$ cat src/shared/rcl_pkg.sv
// Contract
// - the threshold select register maps 8'h55 to 2.1V, 8'h33 to 2.55V, 8'h99 to 3.15V, 8'hAA to 3.8V.
// - any other threshold code gives a full reset two to three slow cycles later and restores 8'h55 (the delay fires after one to two).
// - a qualified low supply gives a full reset two to three slow cycles later, threshold kept (the delay fires after one to two).
// - a genuine low-voltage reset sets the undervoltage flag, which only a software zero clears.
// - a bad threshold code sets the bad-code flag as a software reset, only software clears it.
// - bits 7 to 4 of the reset-cause register always read zero.
// - a watchdog expiry in normal operation is a full reset like low voltage and also sets expiry.
// - a watchdog expiry in sleep or idle only clears program counter and stack pointer and sets expiry.
// - power-on clears expiry and power-down flags, low voltage keeps both, watchdog sets per mode.
// - power-on zeroes the program counter, disables interrupts, clears watchdog.
// - power-on turns timers off, makes ports inputs and points the stack pointer at the top.
// - a low supply counts only if it stays between 0.9V and the threshold longer than qualification.
// - the undervoltage reset is disabled while the device is powered down.
package rcl_pkg;

	localparam int ADDR_W = 12;
	localparam logic [ADDR_W-1:0] ADDR_THRESH = 12'h000;
	localparam logic [ADDR_W-1:0] ADDR_CAUSE = 12'h004;
	localparam logic [ADDR_W-1:0] ADDR_STATUS = 12'h008;
	localparam logic [ADDR_W-1:0] ADDR_IRQ_STAT = 12'h00C;
	localparam logic [ADDR_W-1:0] ADDR_IRQ_MASK = 12'h010;

	localparam logic [7:0] CODE_2V10 = 8'h55;
	localparam logic [7:0] CODE_2V55 = 8'h33;
	localparam logic [7:0] CODE_3V15 = 8'h99;
	localparam logic [7:0] CODE_3V80 = 8'hAA;
	localparam logic [7:0] THRESH_POR = 8'h55;

	typedef enum logic [1:0] {
		TH_2V10 = 2'b00,
		TH_2V55 = 2'b01,
		TH_3V15 = 2'b10,
		TH_3V80 = 2'b11
	} rcl_level_t;

	// reset-cause bits; delayed request sources share the same indices
	localparam int NUM_SRC = 4;
	localparam int CAUSE_WDT_CODE = 0;
	localparam int CAUSE_BAD_CODE = 1;
	localparam int CAUSE_LVR = 2;
	localparam int CAUSE_CTRL_CODE = 3;
	localparam logic [3:0] CAUSE_POR = 4'h0;

	// status flag bits
	localparam int STAT_PDF = 0;
	localparam int STAT_TO = 1;

	// interrupt bits
	localparam int IRQ_W = 4;
	localparam int IRQ_LVR = 0;
	localparam int IRQ_BAD_CODE = 1;
	localparam int IRQ_WDT_RESET = 2;
	localparam int IRQ_WDT_WAKE = 3;

	// pin synchroniser lanes
	localparam int PIN_LOW = 0;
	localparam int PIN_ABOVE_MIN = 1;
	localparam int PIN_PD = 2;

	localparam int SLOW_DELAY_TICKS = 2;

	localparam int CLK_PERIOD_NS = 50;
	localparam int LVR_QUAL_NS = 100000;
	localparam int LVR_QUAL_CYCLES = (LVR_QUAL_NS + CLK_PERIOD_NS - 1) / CLK_PERIOD_NS;
	localparam int HOLD_NS = 1000;
	localparam int HOLD_CYCLES = (HOLD_NS + CLK_PERIOD_NS - 1) / CLK_PERIOD_NS;

	typedef enum logic {
		ST_RUN = 1'b0,
		ST_HOLD = 1'b1
	} rcl_state_t;

endpackage

$ cat src/shared/rcl_delay_if.sv
interface rcl_delay_if #(parameter int N = rcl_pkg::NUM_SRC);
	logic [N-1:0] req;
	logic slowTick;
	logic [N-1:0] fire;
	modport ctl(output req, output slowTick, input fire);
	modport dly(input req, input slowTick, output fire);
endinterface

$ cat src/logic/rcl_slow_delay.sv
module rcl_slow_delay #(
	parameter int N = rcl_pkg::NUM_SRC
) (
	input wire logic ref_clk,
	input wire logic sys_rst,
	rcl_delay_if.dly link
);
	import rcl_pkg::*;

	localparam logic [1:0] LAST_TICK = 2'(SLOW_DELAY_TICKS - 1);

	genvar i;
	generate
		for (i = 0; i < N; i++) begin : g_src
			logic [1:0] cntReg;
			logic fireReg;
			// a request must survive two slow edges; arriving mid-period gives 1 to 2 periods
			always_ff @(posedge ref_clk or posedge sys_rst) begin
				if (sys_rst) begin
					cntReg <= 2'h0;
				end else if (!link.req[i]) begin
					cntReg <= 2'h0;
				end else if (link.slowTick) begin
					cntReg <= (cntReg == LAST_TICK) ? 2'h0 : cntReg + 2'h1;
				end
			end
			always_ff @(posedge ref_clk or posedge sys_rst) begin
				if (sys_rst) begin
					fireReg <= 1'b0;
				end else begin
					fireReg <= link.req[i] && link.slowTick && (cntReg == LAST_TICK);
				end
			end
			assign link.fire[i] = fireReg;
		end
	endgenerate

endmodule

$ cat src/logic/rcl_reset_ctrl.sv
module rcl_reset_ctrl #(
	parameter int QUAL_CYCLES = rcl_pkg::LVR_QUAL_CYCLES,
	parameter int HOLD_LEN = rcl_pkg::HOLD_CYCLES
) (
	input wire logic ref_clk,
	input wire logic sys_rst,
	input wire logic psel,
	input wire logic penable,
	input wire logic pwrite,
	input wire logic [rcl_pkg::ADDR_W-1:0] paddr,
	input wire logic [31:0] pwdata,
	output logic [31:0] prdata,
	output logic pready,
	output logic pslverr,
	input wire logic lircIn,
	input wire logic supplyLow,
	input wire logic supplyAboveMin,
	input wire logic powerDown,
	input wire logic cpuIdle,
	input wire logic wdtExpire,
	input wire logic ctrlCodeFault,
	input wire logic wdtCodeFault,
	output rcl_pkg::rcl_level_t thresholdLevel,
	output logic coreReset,
	output logic pcClear,
	output logic spZero,
	output logic spTop,
	output logic intDisable,
	output logic timersOff,
	output logic portsInput,
	output logic wdtClear,
	output logic wdtRun,
	output logic irq
);
	import rcl_pkg::*;

	localparam int QUAL_W = $clog2(QUAL_CYCLES + 1);
	localparam int HOLD_W = $clog2(HOLD_LEN + 1);
	localparam logic [QUAL_W-1:0] QUAL_MAX = QUAL_W'(QUAL_CYCLES);
	localparam logic [HOLD_W-1:0] HOLD_LAST = HOLD_W'(HOLD_LEN - 1);

	// returns {valid, level} for a threshold code
	function automatic logic [2:0] decodeCode(input logic [7:0] code);
		logic [2:0] res;
		res = 3'h0;
		if (code == CODE_2V10) begin
			res = {1'b1, TH_2V10};
		end else if (code == CODE_2V55) begin
			res = {1'b1, TH_2V55};
		end else if (code == CODE_3V15) begin
			res = {1'b1, TH_3V15};
		end else if (code == CODE_3V80) begin
			res = {1'b1, TH_3V80};
		end
		return res;
	endfunction

	function automatic logic isMapped(input logic [ADDR_W-1:0] addr);
		logic hit;
		hit = 1'b0;
		if (addr == ADDR_THRESH) begin
			hit = 1'b1;
		end else if (addr == ADDR_CAUSE) begin
			hit = 1'b1;
		end else if (addr == ADDR_STATUS) begin
			hit = 1'b1;
		end else if (addr == ADDR_IRQ_STAT) begin
			hit = 1'b1;
		end else if (addr == ADDR_IRQ_MASK) begin
			hit = 1'b1;
		end
		return hit;
	endfunction

	rcl_delay_if #(.N(NUM_SRC)) dlyLink ();

	rcl_slow_delay #(.N(NUM_SRC)) u_delay (
		.ref_clk(ref_clk),
		.sys_rst(sys_rst),
		.link(dlyLink.dly)
	);

	rcl_state_t stateReg;
	logic [HOLD_W-1:0] holdCntReg;
	logic [7:0] threshReg;
	logic [3:0] causeReg;
	logic [3:0] causeNext;
	logic [1:0] statusReg;
	logic [IRQ_W-1:0] irqStatReg;
	logic [IRQ_W-1:0] irqStatNext;
	logic [IRQ_W-1:0] irqMaskReg;
	logic [31:0] prdataReg;
	logic [31:0] readMux;
	logic [2:0] pinMeta;
	logic [2:0] pinSync;
	logic pdLast;
	logic lircMeta;
	logic lircSync;
	logic lircLast;
	logic [QUAL_W-1:0] qualCntReg;
	logic pcClearReg;
	logic spZeroReg;
	logic [2:0] decoded;
	logic running;
	logic setupPhase;
	logic wrEn;
	logic rdEn;
	logic lvrCond;
	logic lvrQualified;
	logic wdtFull;
	logic wdtWake;
	logic fullStart;
	logic [NUM_SRC-1:0] fire;

	assign running = (stateReg == ST_RUN);
	assign setupPhase = psel && !penable;
	assign wrEn = psel && penable && pwrite;
	assign rdEn = psel && penable && !pwrite;
	assign decoded = decodeCode(threshReg);
	assign fire = dlyLink.fire;

	// pins from the analog side and the oscillator pass two flops first
	always_ff @(posedge ref_clk or posedge sys_rst) begin
		if (sys_rst) begin
			pinMeta <= 3'h0;
			pinSync <= 3'h0;
			pdLast <= 1'b0;
		end else begin
			pinMeta <= {powerDown, supplyAboveMin, supplyLow};
			pinSync <= pinMeta;
			pdLast <= pinSync[PIN_PD];
		end
	end

	always_ff @(posedge ref_clk or posedge sys_rst) begin
		if (sys_rst) begin
			lircMeta <= 1'b0;
			lircSync <= 1'b0;
			lircLast <= 1'b0;
		end else begin
			lircMeta <= lircIn;
			lircSync <= lircMeta;
			lircLast <= lircSync;
		end
	end

	assign dlyLink.slowTick = lircSync && !lircLast;

	// low supply must persist above the 0.9V floor, and is ignored in power-down
	assign lvrCond = pinSync[PIN_LOW] && pinSync[PIN_ABOVE_MIN] && !pinSync[PIN_PD];

	always_ff @(posedge ref_clk or posedge sys_rst) begin
		if (sys_rst) begin
			qualCntReg <= '0;
		end else if (!lvrCond) begin
			qualCntReg <= '0;
		end else if (qualCntReg != QUAL_MAX) begin
			qualCntReg <= qualCntReg + QUAL_W'(1);
		end
	end

	assign lvrQualified = (qualCntReg == QUAL_MAX);

	// requests are gated while a reset is held so one event gives one reset
	assign dlyLink.req[CAUSE_BAD_CODE] = running && !decoded[2];
	assign dlyLink.req[CAUSE_LVR] = running && lvrQualified;
	assign dlyLink.req[CAUSE_CTRL_CODE] = running && ctrlCodeFault;
	assign dlyLink.req[CAUSE_WDT_CODE] = running && wdtCodeFault;

	assign wdtFull = running && wdtExpire && !cpuIdle;
	assign wdtWake = running && wdtExpire && cpuIdle;
	assign fullStart = running && ((|fire) || wdtFull);

	// reset sequencer; power-on starts in the hold state itself
	always_ff @(posedge ref_clk or posedge sys_rst) begin
		if (sys_rst) begin
			stateReg <= ST_HOLD;
			holdCntReg <= '0;
		end else begin
			case (stateReg)
				ST_RUN: begin
					if (fullStart) begin
						stateReg <= ST_HOLD;
						holdCntReg <= '0;
					end
				end
				ST_HOLD: begin
					if (holdCntReg == HOLD_LAST) begin
						stateReg <= ST_RUN;
					end else begin
						holdCntReg <= holdCntReg + HOLD_W'(1);
					end
				end
				default: begin
					stateReg <= ST_HOLD;
				end
			endcase
		end
	end

	// threshold select: a bad code is restored, a low-voltage reset keeps it
	always_ff @(posedge ref_clk or posedge sys_rst) begin
		if (sys_rst) begin
			threshReg <= THRESH_POR;
		end else if (fire[CAUSE_BAD_CODE]) begin
			threshReg <= THRESH_POR;
		end else if (wrEn && paddr == ADDR_THRESH) begin
			threshReg <= pwdata[7:0];
		end
	end

	// level output only moves on a valid code, so a glitch never reaches the comparator
	always_ff @(posedge ref_clk or posedge sys_rst) begin
		if (sys_rst) begin
			thresholdLevel <= TH_2V10;
		end else if (decoded[2]) begin
			thresholdLevel <= rcl_level_t'(decoded[1:0]);
		end
	end

	// cause flags: hardware sets, software only writes zeros; set beats clear
	always_comb begin
		causeNext = causeReg;
		if (wrEn && paddr == ADDR_CAUSE) begin
			causeNext = causeReg & pwdata[3:0];
		end
		causeNext = causeNext | fire;
	end

	always_ff @(posedge ref_clk or posedge sys_rst) begin
		if (sys_rst) begin
			causeReg <= CAUSE_POR;
		end else begin
			causeReg <= causeNext;
		end
	end

	// expiry and power-down flags; a low-voltage reset leaves both alone
	always_ff @(posedge ref_clk or posedge sys_rst) begin
		if (sys_rst) begin
			statusReg <= 2'h0;
		end else if (wdtWake) begin
			statusReg <= 2'h3;
		end else if (wdtFull) begin
			statusReg[STAT_TO] <= 1'b1;
		end else begin
			if (pinSync[PIN_PD] && !pdLast) begin
				statusReg[STAT_PDF] <= 1'b1;
			end else if (wrEn && paddr == ADDR_STATUS && !pwdata[STAT_PDF]) begin
				statusReg[STAT_PDF] <= 1'b0;
			end
			if (wrEn && paddr == ADDR_STATUS && !pwdata[STAT_TO]) begin
				statusReg[STAT_TO] <= 1'b0;
			end
		end
	end

	// sleep wake-up only touches program counter and stack pointer
	always_ff @(posedge ref_clk or posedge sys_rst) begin
		if (sys_rst) begin
			pcClearReg <= 1'b0;
			spZeroReg <= 1'b0;
		end else begin
			pcClearReg <= wdtWake;
			spZeroReg <= wdtWake;
		end
	end

	assign coreReset = (stateReg == ST_HOLD);
	assign pcClear = coreReset || pcClearReg;
	assign spZero = spZeroReg;
	assign spTop = coreReset;
	assign intDisable = coreReset;
	assign timersOff = coreReset;
	assign portsInput = coreReset;
	assign wdtClear = coreReset;
	assign wdtRun = running;

	// interrupt status: read clears only what the read reported
	always_comb begin
		irqStatNext = irqStatReg;
		if (rdEn && paddr == ADDR_IRQ_STAT) begin
			irqStatNext = irqStatReg & ~prdataReg[IRQ_W-1:0];
		end
		if (fire[CAUSE_LVR]) begin
			irqStatNext[IRQ_LVR] = 1'b1;
		end
		if (fire[CAUSE_BAD_CODE]) begin
			irqStatNext[IRQ_BAD_CODE] = 1'b1;
		end
		if (wdtFull) begin
			irqStatNext[IRQ_WDT_RESET] = 1'b1;
		end
		if (wdtWake) begin
			irqStatNext[IRQ_WDT_WAKE] = 1'b1;
		end
	end

	always_ff @(posedge ref_clk or posedge sys_rst) begin
		if (sys_rst) begin
			irqStatReg <= '0;
		end else begin
			irqStatReg <= irqStatNext;
		end
	end

	always_ff @(posedge ref_clk or posedge sys_rst) begin
		if (sys_rst) begin
			irqMaskReg <= '0;
		end else if (wrEn && paddr == ADDR_IRQ_MASK) begin
			irqMaskReg <= pwdata[IRQ_W-1:0];
		end
	end

	assign irq = |(irqStatReg & irqMaskReg);

	// read data is captured in the setup cycle so it leaves a flop
	always_comb begin
		readMux = 32'h0;
		if (paddr == ADDR_THRESH) begin
			readMux = {24'h0, threshReg};
		end else if (paddr == ADDR_CAUSE) begin
			readMux = {28'h0, causeReg};
		end else if (paddr == ADDR_STATUS) begin
			readMux = {30'h0, statusReg};
		end else if (paddr == ADDR_IRQ_STAT) begin
			readMux = {{(32 - IRQ_W){1'b0}}, irqStatReg};
		end else if (paddr == ADDR_IRQ_MASK) begin
			readMux = {{(32 - IRQ_W){1'b0}}, irqMaskReg};
		end
	end

	always_ff @(posedge ref_clk or posedge sys_rst) begin
		if (sys_rst) begin
			prdataReg <= 32'h0;
		end else if (setupPhase && !pwrite) begin
			prdataReg <= readMux;
		end
	end

	// zero-wait slave: every access phase completes at once
	assign prdata = prdataReg;
	assign pready = 1'b1;
	assign pslverr = psel && penable && !isMapped(paddr);

endmodule

$ cat config.mk
export PLATFORM = sky130hd
export DESIGN_NAME = rcl_reset_ctrl
export DESIGN_NICKNAME = d
export VERILOG_FILES = /design/src/shared/rcl_pkg.sv /design/src/shared/rcl_delay_if.sv /design/src/logic/rcl_slow_delay.sv /design/src/logic/rcl_reset_ctrl.sv
export SDC_FILE = /design/constraint.sdc
export NUM_CORES = 1
export LEC_CHECK = 0
export BUFFER_PORTS_ARGS = -buffer_cell sky130_fd_sc_hd__clkbuf_2
export CAP_MARGIN = 20
export CORE_MARGIN = 2
export CORE_UTILIZATION = 45
export CTS_CLUSTER_DIAMETER = 100
export CTS_CLUSTER_SIZE = 12
export DETAILED_ROUTE_END_ITERATION = 7
export PLACE_DENSITY = 0.7
export SLEW_MARGIN = 10
export SYNTH_ARGS = -nofsm -noshare
export SYNTH_HDL_FRONTEND = slang
export SYNTH_HIERARCHICAL = 1
export SYNTH_SLANG_ARGS = --single-unit
$ cat constraint.sdc
create_clock -name ref_clk -period 2.08 [get_ports ref_clk]
set_input_delay 0.104 -clock ref_clk [delete_from_list [all_inputs] [get_ports ref_clk]]
set_output_delay 0.104 -clock ref_clk [all_outputs]
set_load 0.03 [all_outputs]
# Word-level counts from Yosys, hierarchy flattened
# Index checks and enable logic that the tools add are counted.
word_totals:
  output_inout_bits: 46
  reg_bits: 96
  wordCells: 169
classes:
  reduce_logical: 57
  muxes: 48
  bitwise_logic: 6
  n_addsub: 6
  n_eq_ne: 23
ops:
  columns: ["operator", "n"]
  rows:
  - ["1-bit logical AND", 33]
  - ["2-bit two-way mux", 13]
  - ["12-bit by 4-bit == test with 1-bit output, second input constant", 2]
  - ["4-bit two-way mux", 6]
  - ["8-bit two-way mux", 3]
  - ["11-bit two-way mux", 2]
  - ["8-bit == test, second input constant", 2]
  - ["1-bit two-way mux", 16]
  - ["4-bit bitwise AND", 3]
  - ["12-bit by 3-bit == test with 1-bit output, second input constant", 1]
  - ["12-bit by 5-bit == test with 1-bit output, second input constant", 1]
  - ["12-bit zero test", 1]
  - ["3-bit two-way mux", 4]
  - ["11-bit by 1-bit adder with 11-bit output, second input constant", 1]
  - ["11-bit == test, second input constant", 1]
  - ["11-bit != test, second input constant", 1]
  - ["1-bit zero test", 10]
  - ["5-bit two-way mux", 2]
  - ["2-bit != test, second input constant", 5]
  - ["5-bit case mux with 2 select lines", 1]
  - ["2-bit nonzero test", 5]
  - ["2-bit by 1-bit adder with 2-bit output, second input constant", 4]
  - ["2-bit by 1-bit == test with 1-bit output, second input constant", 4]
  - ["8-bit by 6-bit == test with 1-bit output, second input constant", 1]
  - ["other kinds (12)", 18]

# Longest topological paths before layout
depth:
  depth_word: 9
  mapped_depth: 7
  depth_no_buf: 6

# Modules after synthesis
# The synthesis kept the hierarchy.
modules_own_cells:
  columns: ["module", "area_per_inst_um2", "cells_per_inst", "instances"]
  rows:
  - ["rcl_reset_ctrl", 3165.5, 309, 1]
  - ["rcl_slow_delay", 495.5, 38, 1]

# Worst setup path before layout
# No wires, ideal clock.
synth_path:
  path_type: "reg-to-reg"
  start: "register qualCntReg[3]"
  end: "register u_delay.g_src[2].fireReg"
  setup_ns: 0.080
  synth_period_minus_slack_ns: 1.719
  path_slack_ns: 0.361
  n_path_buf: 1
  stages_incl_launch_ff: 6
  arrival_time_ns: 1.639
  path_cell_list: "dfrtp_1 or4b_1 or3_1 clkbuf_1 nor2_1 nor3b_2"
synth_via:
  elab_chain_cells: 4
synth_rtl:
  columns: ["element", "line", "text"]
  rows:
  - ["start: declaration", "rcl_reset_ctrl.sv:100", "logic [QUAL_W-1:0] qualCntReg;"]
  - ["start signal: assignment", "rcl_reset_ctrl.sv:158", "qualCntReg <= qualCntReg + QUAL_W'(1);"]
  - ["11-bit == test", "rcl_reset_ctrl.sv:162", "assign lvrQualified = (qualCntReg == QUAL_MAX);"]
  - ["1-bit logical AND", "rcl_reset_ctrl.sv:166", "assign dlyLink.req[CAUSE_LVR] = running && lvrQualified;"]
  - ["via dlyLink.req[2]", "rcl_delay_if.sv:2", "logic [N-1:0] req;"]
  - ["1-bit logical AND (2 in series)", "rcl_slow_delay.sv:31", "fireReg <= link.req[i] && link.slowTick && (cntReg == LAST_TICK);"]
  - ["end signal: assignment", "rcl_slow_delay.sv:31", null]
  - ["end: declaration", "rcl_slow_delay.sv:16", "logic fireReg;"]
# The timed path passes the listed nets, and every way through them passes these cells.
# A chain may end at the register's enable or synchronous reset.

# Final worst setup path
layout_path:
  start: "input paddr[8] (netlist bit)"
  end: "output pslverr"
layout_via:
  elab_chain_cells: 8
  elab_cells_between_ends: 12
layout_rtl:
  columns: ["element", "line", "text"]
  rows:
  - ["start: declaration", "rcl_reset_ctrl.sv:10", "input wire logic [rcl_pkg::ADDR_W-1:0] paddr,"]
  - ["12-bit by 5-bit == test with 1-bit output", "rcl_reset_ctrl.sv:69", "end else if (addr == ADDR_IRQ_MASK) begin"]
  - ["1-bit two-way mux", "rcl_reset_ctrl.sv:69", null]
  - ["1-bit two-way mux", "rcl_reset_ctrl.sv:67", "end else if (addr == ADDR_IRQ_STAT) begin"]
  - ["1-bit two-way mux", "rcl_reset_ctrl.sv:65", "end else if (addr == ADDR_STATUS) begin"]
  - ["1-bit two-way mux", "rcl_reset_ctrl.sv:63", "end else if (addr == ADDR_CAUSE) begin"]
  - ["1-bit two-way mux *", "rcl_reset_ctrl.sv:61", "if (addr == ADDR_THRESH) begin"]
  - ["1-bit zero test *", "rcl_reset_ctrl.sv:344", "assign pslverr = psel && penable && !isMapped(paddr);"]
  - ["1-bit logical AND *", "rcl_reset_ctrl.sv:344", null]
  - ["end: declaration", "rcl_reset_ctrl.sv:14", "output logic pslverr,"]
# Every way passes the cells marked *; elsewhere a longest branch is shown, timed or not.

==> flow_summary_export.csv <==
group,metric,value,unit
timing,relSlewSlack,0.553,
critical_path,path_max_fanout,8,
synthesis,synth-seq-cells,72,
timing,drv_slew,0,
timing,skew,0.00952,ns
critical_path,crit_required,1.98,ns
final_layout,multi_input_area,0.00157,sq mm
final_layout,insertedDiodeCount,0,
power_and_ir_drop,p_leak,2.02,nW
routing,firstDrtPassIters,5,
synthesis,muxShareOfSynthArea,0.0314,
critical_path,worst_r2r_path_depth,4,
floorplanning,die_y,94.2,microns
floorplanning,ios,103,
floorplanning,dieArea,0.00887,sq mm
placed_design,gp_congestion,0.819,
cts,clockRootBuffer,"clkbuf_8",
final_layout,ff_latch_area,0.00181,sq mm
cts,cts.clk_slew.worst_paths,0.07,ns
timing,rsz0062_at_grt,"no",
timing,setup_viol,0,
critical_path,crit_arrival,1.77,ns
timing,hold_viol,0,
global_route,antenna_found_initial,0,
final_layout,syn_to_final_growth,16.7,%
min_path,hold_depth,3,
cts,cts_resized,0,
final_layout,drive_above_1_share,0.243,
global_route,grt_use_total,0.179,
synthesis,synth_compound_area_frac,0.110,
floorplanning,start_util,0.469,
synthesis,synth_edf_count,0,
power_and_ir_drop,peakVddDrop,0.000423,V
cts,clockBufferDepth,2,
placed_design,io_buffer_count,53,
synthesis,synth_cells,347,
global_route,grt_max_degree,61,
timing,fin_crit_sh,0.900,
synthesis,yosys_warnings,6,
critical_path,startpoint_type,"input port",
routing,drt_iter0_drc,194,
global_route,overflow,0,
cts,cts_tree,"done",
synthesis,synth_top_family_by_area,"simple AND/OR/NAND/NOR gates",
global_route,grt_pass1_wl,12.4,mm
cts,cts_made_buffers,9,
synthesis,synth.distinct_cells,59,
power_and_ir_drop,pwr_density_cell,961,mW/mm^2
synthesis,synth_simple_gate_area_frac,0.219,
synthesis,synth_fa_ha_area_frac,0.0103,
synthesis,syn_avg_cell_area,10.6,sq um
timing,max_freq,534,MHz
synthesis,ys.flop_type,"dfrtp_1",
min_path,hp-class,"in -> reg",
final_layout,stdcell_area,0.00427,sq mm
routing,drt_wl_total,7.28,mm
global_route,grt_pass1_vias,2537,
placed_design,place_hpwl,5.26,mm
routing,detail_route.vias_per_cell,5.21,
timing,period_needed,1.87,ns
final_layout,final_core_util,0.547,
routing,drcViolationCount,0,
synthesis,ys_seq_area_frac,0.494,
timing,tightestPinTransition,0.668,ns
critical_path,criticalPathCategory,"in -> out",
synthesis,synth_area,0.00366,sq mm
placed_design,placed_cell_area,0.00392,sq mm
floorplanning,core-area,0.00781,sq mm
routing,wl_per_cell,14.2,microns
synthesis,synthXorXnorAreaFrac,0.0311,
timing,tns,0,ns
final_layout,final_nets,467,
flow_run,drv_cap,0,
cts,clk_latency,0.34,ns
routing,ant_nets,0,
floorplanning,rows,32,
floorplanning,fp.dieW,94.2,microns
cts,htreeDepth,3,
cts,cts.sinks,72,
routing,vias,2679,
final_layout,fillers,711,
outcome,status,"finished clean",
synthesis,ys_async_sr_fraction,1.00,
critical_path,end_kind,"output port",
report_power, final:
group,switching (mW),leakage (nW),internal [mW],total [mW]
registers,0.178,0.925,1.58,1.76
logic,0.537,0.964,0.339,0.876
clock network,0.515,0.130,0.952,1.47
total,1.23,2.02,2.87,4.10
cell usage after synthesis, types with 2 or more instances:
| library cell | count | area (sq um) |
|---|---|---|
| a32oi_1 | 2 | 17.5 |
| inv_1 | 15 | 56.3 |
| nor4_2 | 2 | 25.0 |
| dfstp_2 | 5 | 131 |
| nor3b_2 | 4 | 50.1 |
| and3_1 | 5 | 31.3 |
| mux2_2 | 4 | 45.0 |
| nand3b_1 | 6 | 45.0 |
| buf_6 | 2 | 22.5 |
| nand3_1 | 10 | 50.1 |
| a21oi_1 | 7 | 35.0 |
| a211o_1 | 4 | 35.0 |
| and2_1 | 5 | 31.3 |
| mux2i_1 | 7 | 70.1 |
| o22ai_1 | 4 | 25.0 |
| a31oi_1 | 5 | 31.3 |
| o21ai_0 | 15 | 75.1 |
| conb_1 | 2 | 7.51 |
| nor4_1 | 2 | 12.5 |
| xnor2_1 | 7 | 61.3 |
| nor2b_1 | 9 | 56.3 |
| nor4_4 | 2 | 42.5 |
| ha_1 | 3 | 37.5 |
| a21o_1 | 7 | 52.6 |
| or4b_1 | 2 | 20.0 |
| or3_1 | 5 | 31.3 |
| and3b_1 | 2 | 17.5 |
| nor2_1 | 20 | 75.1 |
| nand2b_1 | 4 | 25.0 |
| a22o_1 | 6 | 52.6 |
| or4_1 | 3 | 22.5 |
| dfrtp_1 | 67 | 1680 |
| buf_4 | 35 | 263 |
| nor3_1 | 11 | 55.1 |
| a22oi_1 | 2 | 15.0 |
| xor2_1 | 6 | 52.6 |
| nand2_1 | 20 | 75.1 |
| nor4bb_1 | 4 | 40.0 |
| clkbuf_1 | 6 | 22.5 |
final timing paths:
check | start | endpoint | slack (ns)
max reg2reg | qualCntReg[3] | u_delay/g_src[2].cntReg[1] | 0.25
max | paddr[8] | pslverr | 0.21
min reg2reg | pinMeta[1] | pinSync[1] | 0.35
min in group asynchronous | sys_rst | u_delay/g_src[3].cntReg[1] | 0.30
min | pwdata[7] | threshReg[7] | 0.02
max in group asynchronous | sys_rst | threshReg[0] | 1.42
per-stage QoR:
step           hold WS (ns)  setup slack (ns)  cells  power, mW
4_1_cts             0.00563             0.204    514       4.14
5_1_grt              0.0211            0.0966    514       4.32
6_report             0.0160             0.208    514       4.10
3_3_place_gp          0.129             0.136    490       2.63
3_5_place_dp          0.136             0.128    490       2.66
2_1_floorplan       -0.0313             0.361    370       2.49
per-layer routing:
layer | up-vias | part of all wire | GRT usage
met5 | - | 0 | 0
met4 | 0 | 0.020 | 0.0821
met3 | 14 | 0.045 | 0.0297
met2 | 82 | 0.47 | 0.267
met1 | 1303 | 0.47 | 0.257
li1 | 1280 | - | -
what timing repair did:
item,CTS,global route
buffers inserted,0,0
hold endpoints to repair,74,0
hold buffers,8,0
cell type report:
| cell class | count | share of cell area |
|---|---|---|
| inverter | 15 | 0.0132 |
| clock buffer | 11 | 0.0331 |
| clock inverter | 5 | 0.0299 |
| multi-input combinational | 238 | 0.367 |
| sequential | 72 | 0.423 |
| timing repair buffer | 71 | 0.104 |
| tap | 102 | 0.0299 |
cells in the final DEF, fill, tap and decap left out, types with 3 or more instances in the layout:
cell type      count
a21oi_1            7
nor3_1            11
nand2_1           20
dfstp_2            5
inv_1             14
a31oi_1            5
buf_4              8
nor3b_2            4
bufinv_16          4
o21ai_0           15
a211o_1            4
and3_1             5
o22ai_1            4
conb_1            25
nand2b_1           4
nand3b_1           6
nand3_1           10
and2_1             5
or4_1              3
xnor2_1            7
nor2b_1            9
mux2_2             4
dlygate4sd3_1      8
dfrtp_1           67
a21o_1             7
a22o_1             6
xor2_1             6
clkbuf_2          53
clkbuf_8          10
mux2i_1            7
ha_1               3
nor2_1            20
nor4bb_1           4
or3_1              5
critical path, stage by stage:
cell and delay (ns):
clkbuf_2 0.08, or4_1 0.73, nor4_4 0.23, buf_4 0.17
o21ai_0 0.08, and3_1 0.18, clkbuf_2 0.18
sequential cells by signal, indices dropped and copies added, names as in the netlist, 2 cells and up:
| signal | count |
|---|---|
| causeReg | 4 |
| pinMeta | 3 |
| threshReg | 8 |
| statusReg | 2 |
| u_delay/g_src.cntReg | 8 |
| u_delay/g_src.fireReg | 4 |
| irqMaskReg | 4 |
| prdata | 8 |
| holdCntReg | 5 |
| irqStatReg | 4 |
| thresholdLevel | 2 |
| pinSync | 3 |
| qualCntReg | 11 |
cell families (layout without fill, tap and decap cells):
logic type      count (synthesis)  after routing
flops                          72             72
compound gates                 60             60
other cells                     2             25
mux                            11             11
simple gates                  126            126
xor+xnor                       13             13
fa+ha+maj                       3              3
buf+inv                        60            102
No activity file was read; power rests on OpenSTA's default activity.
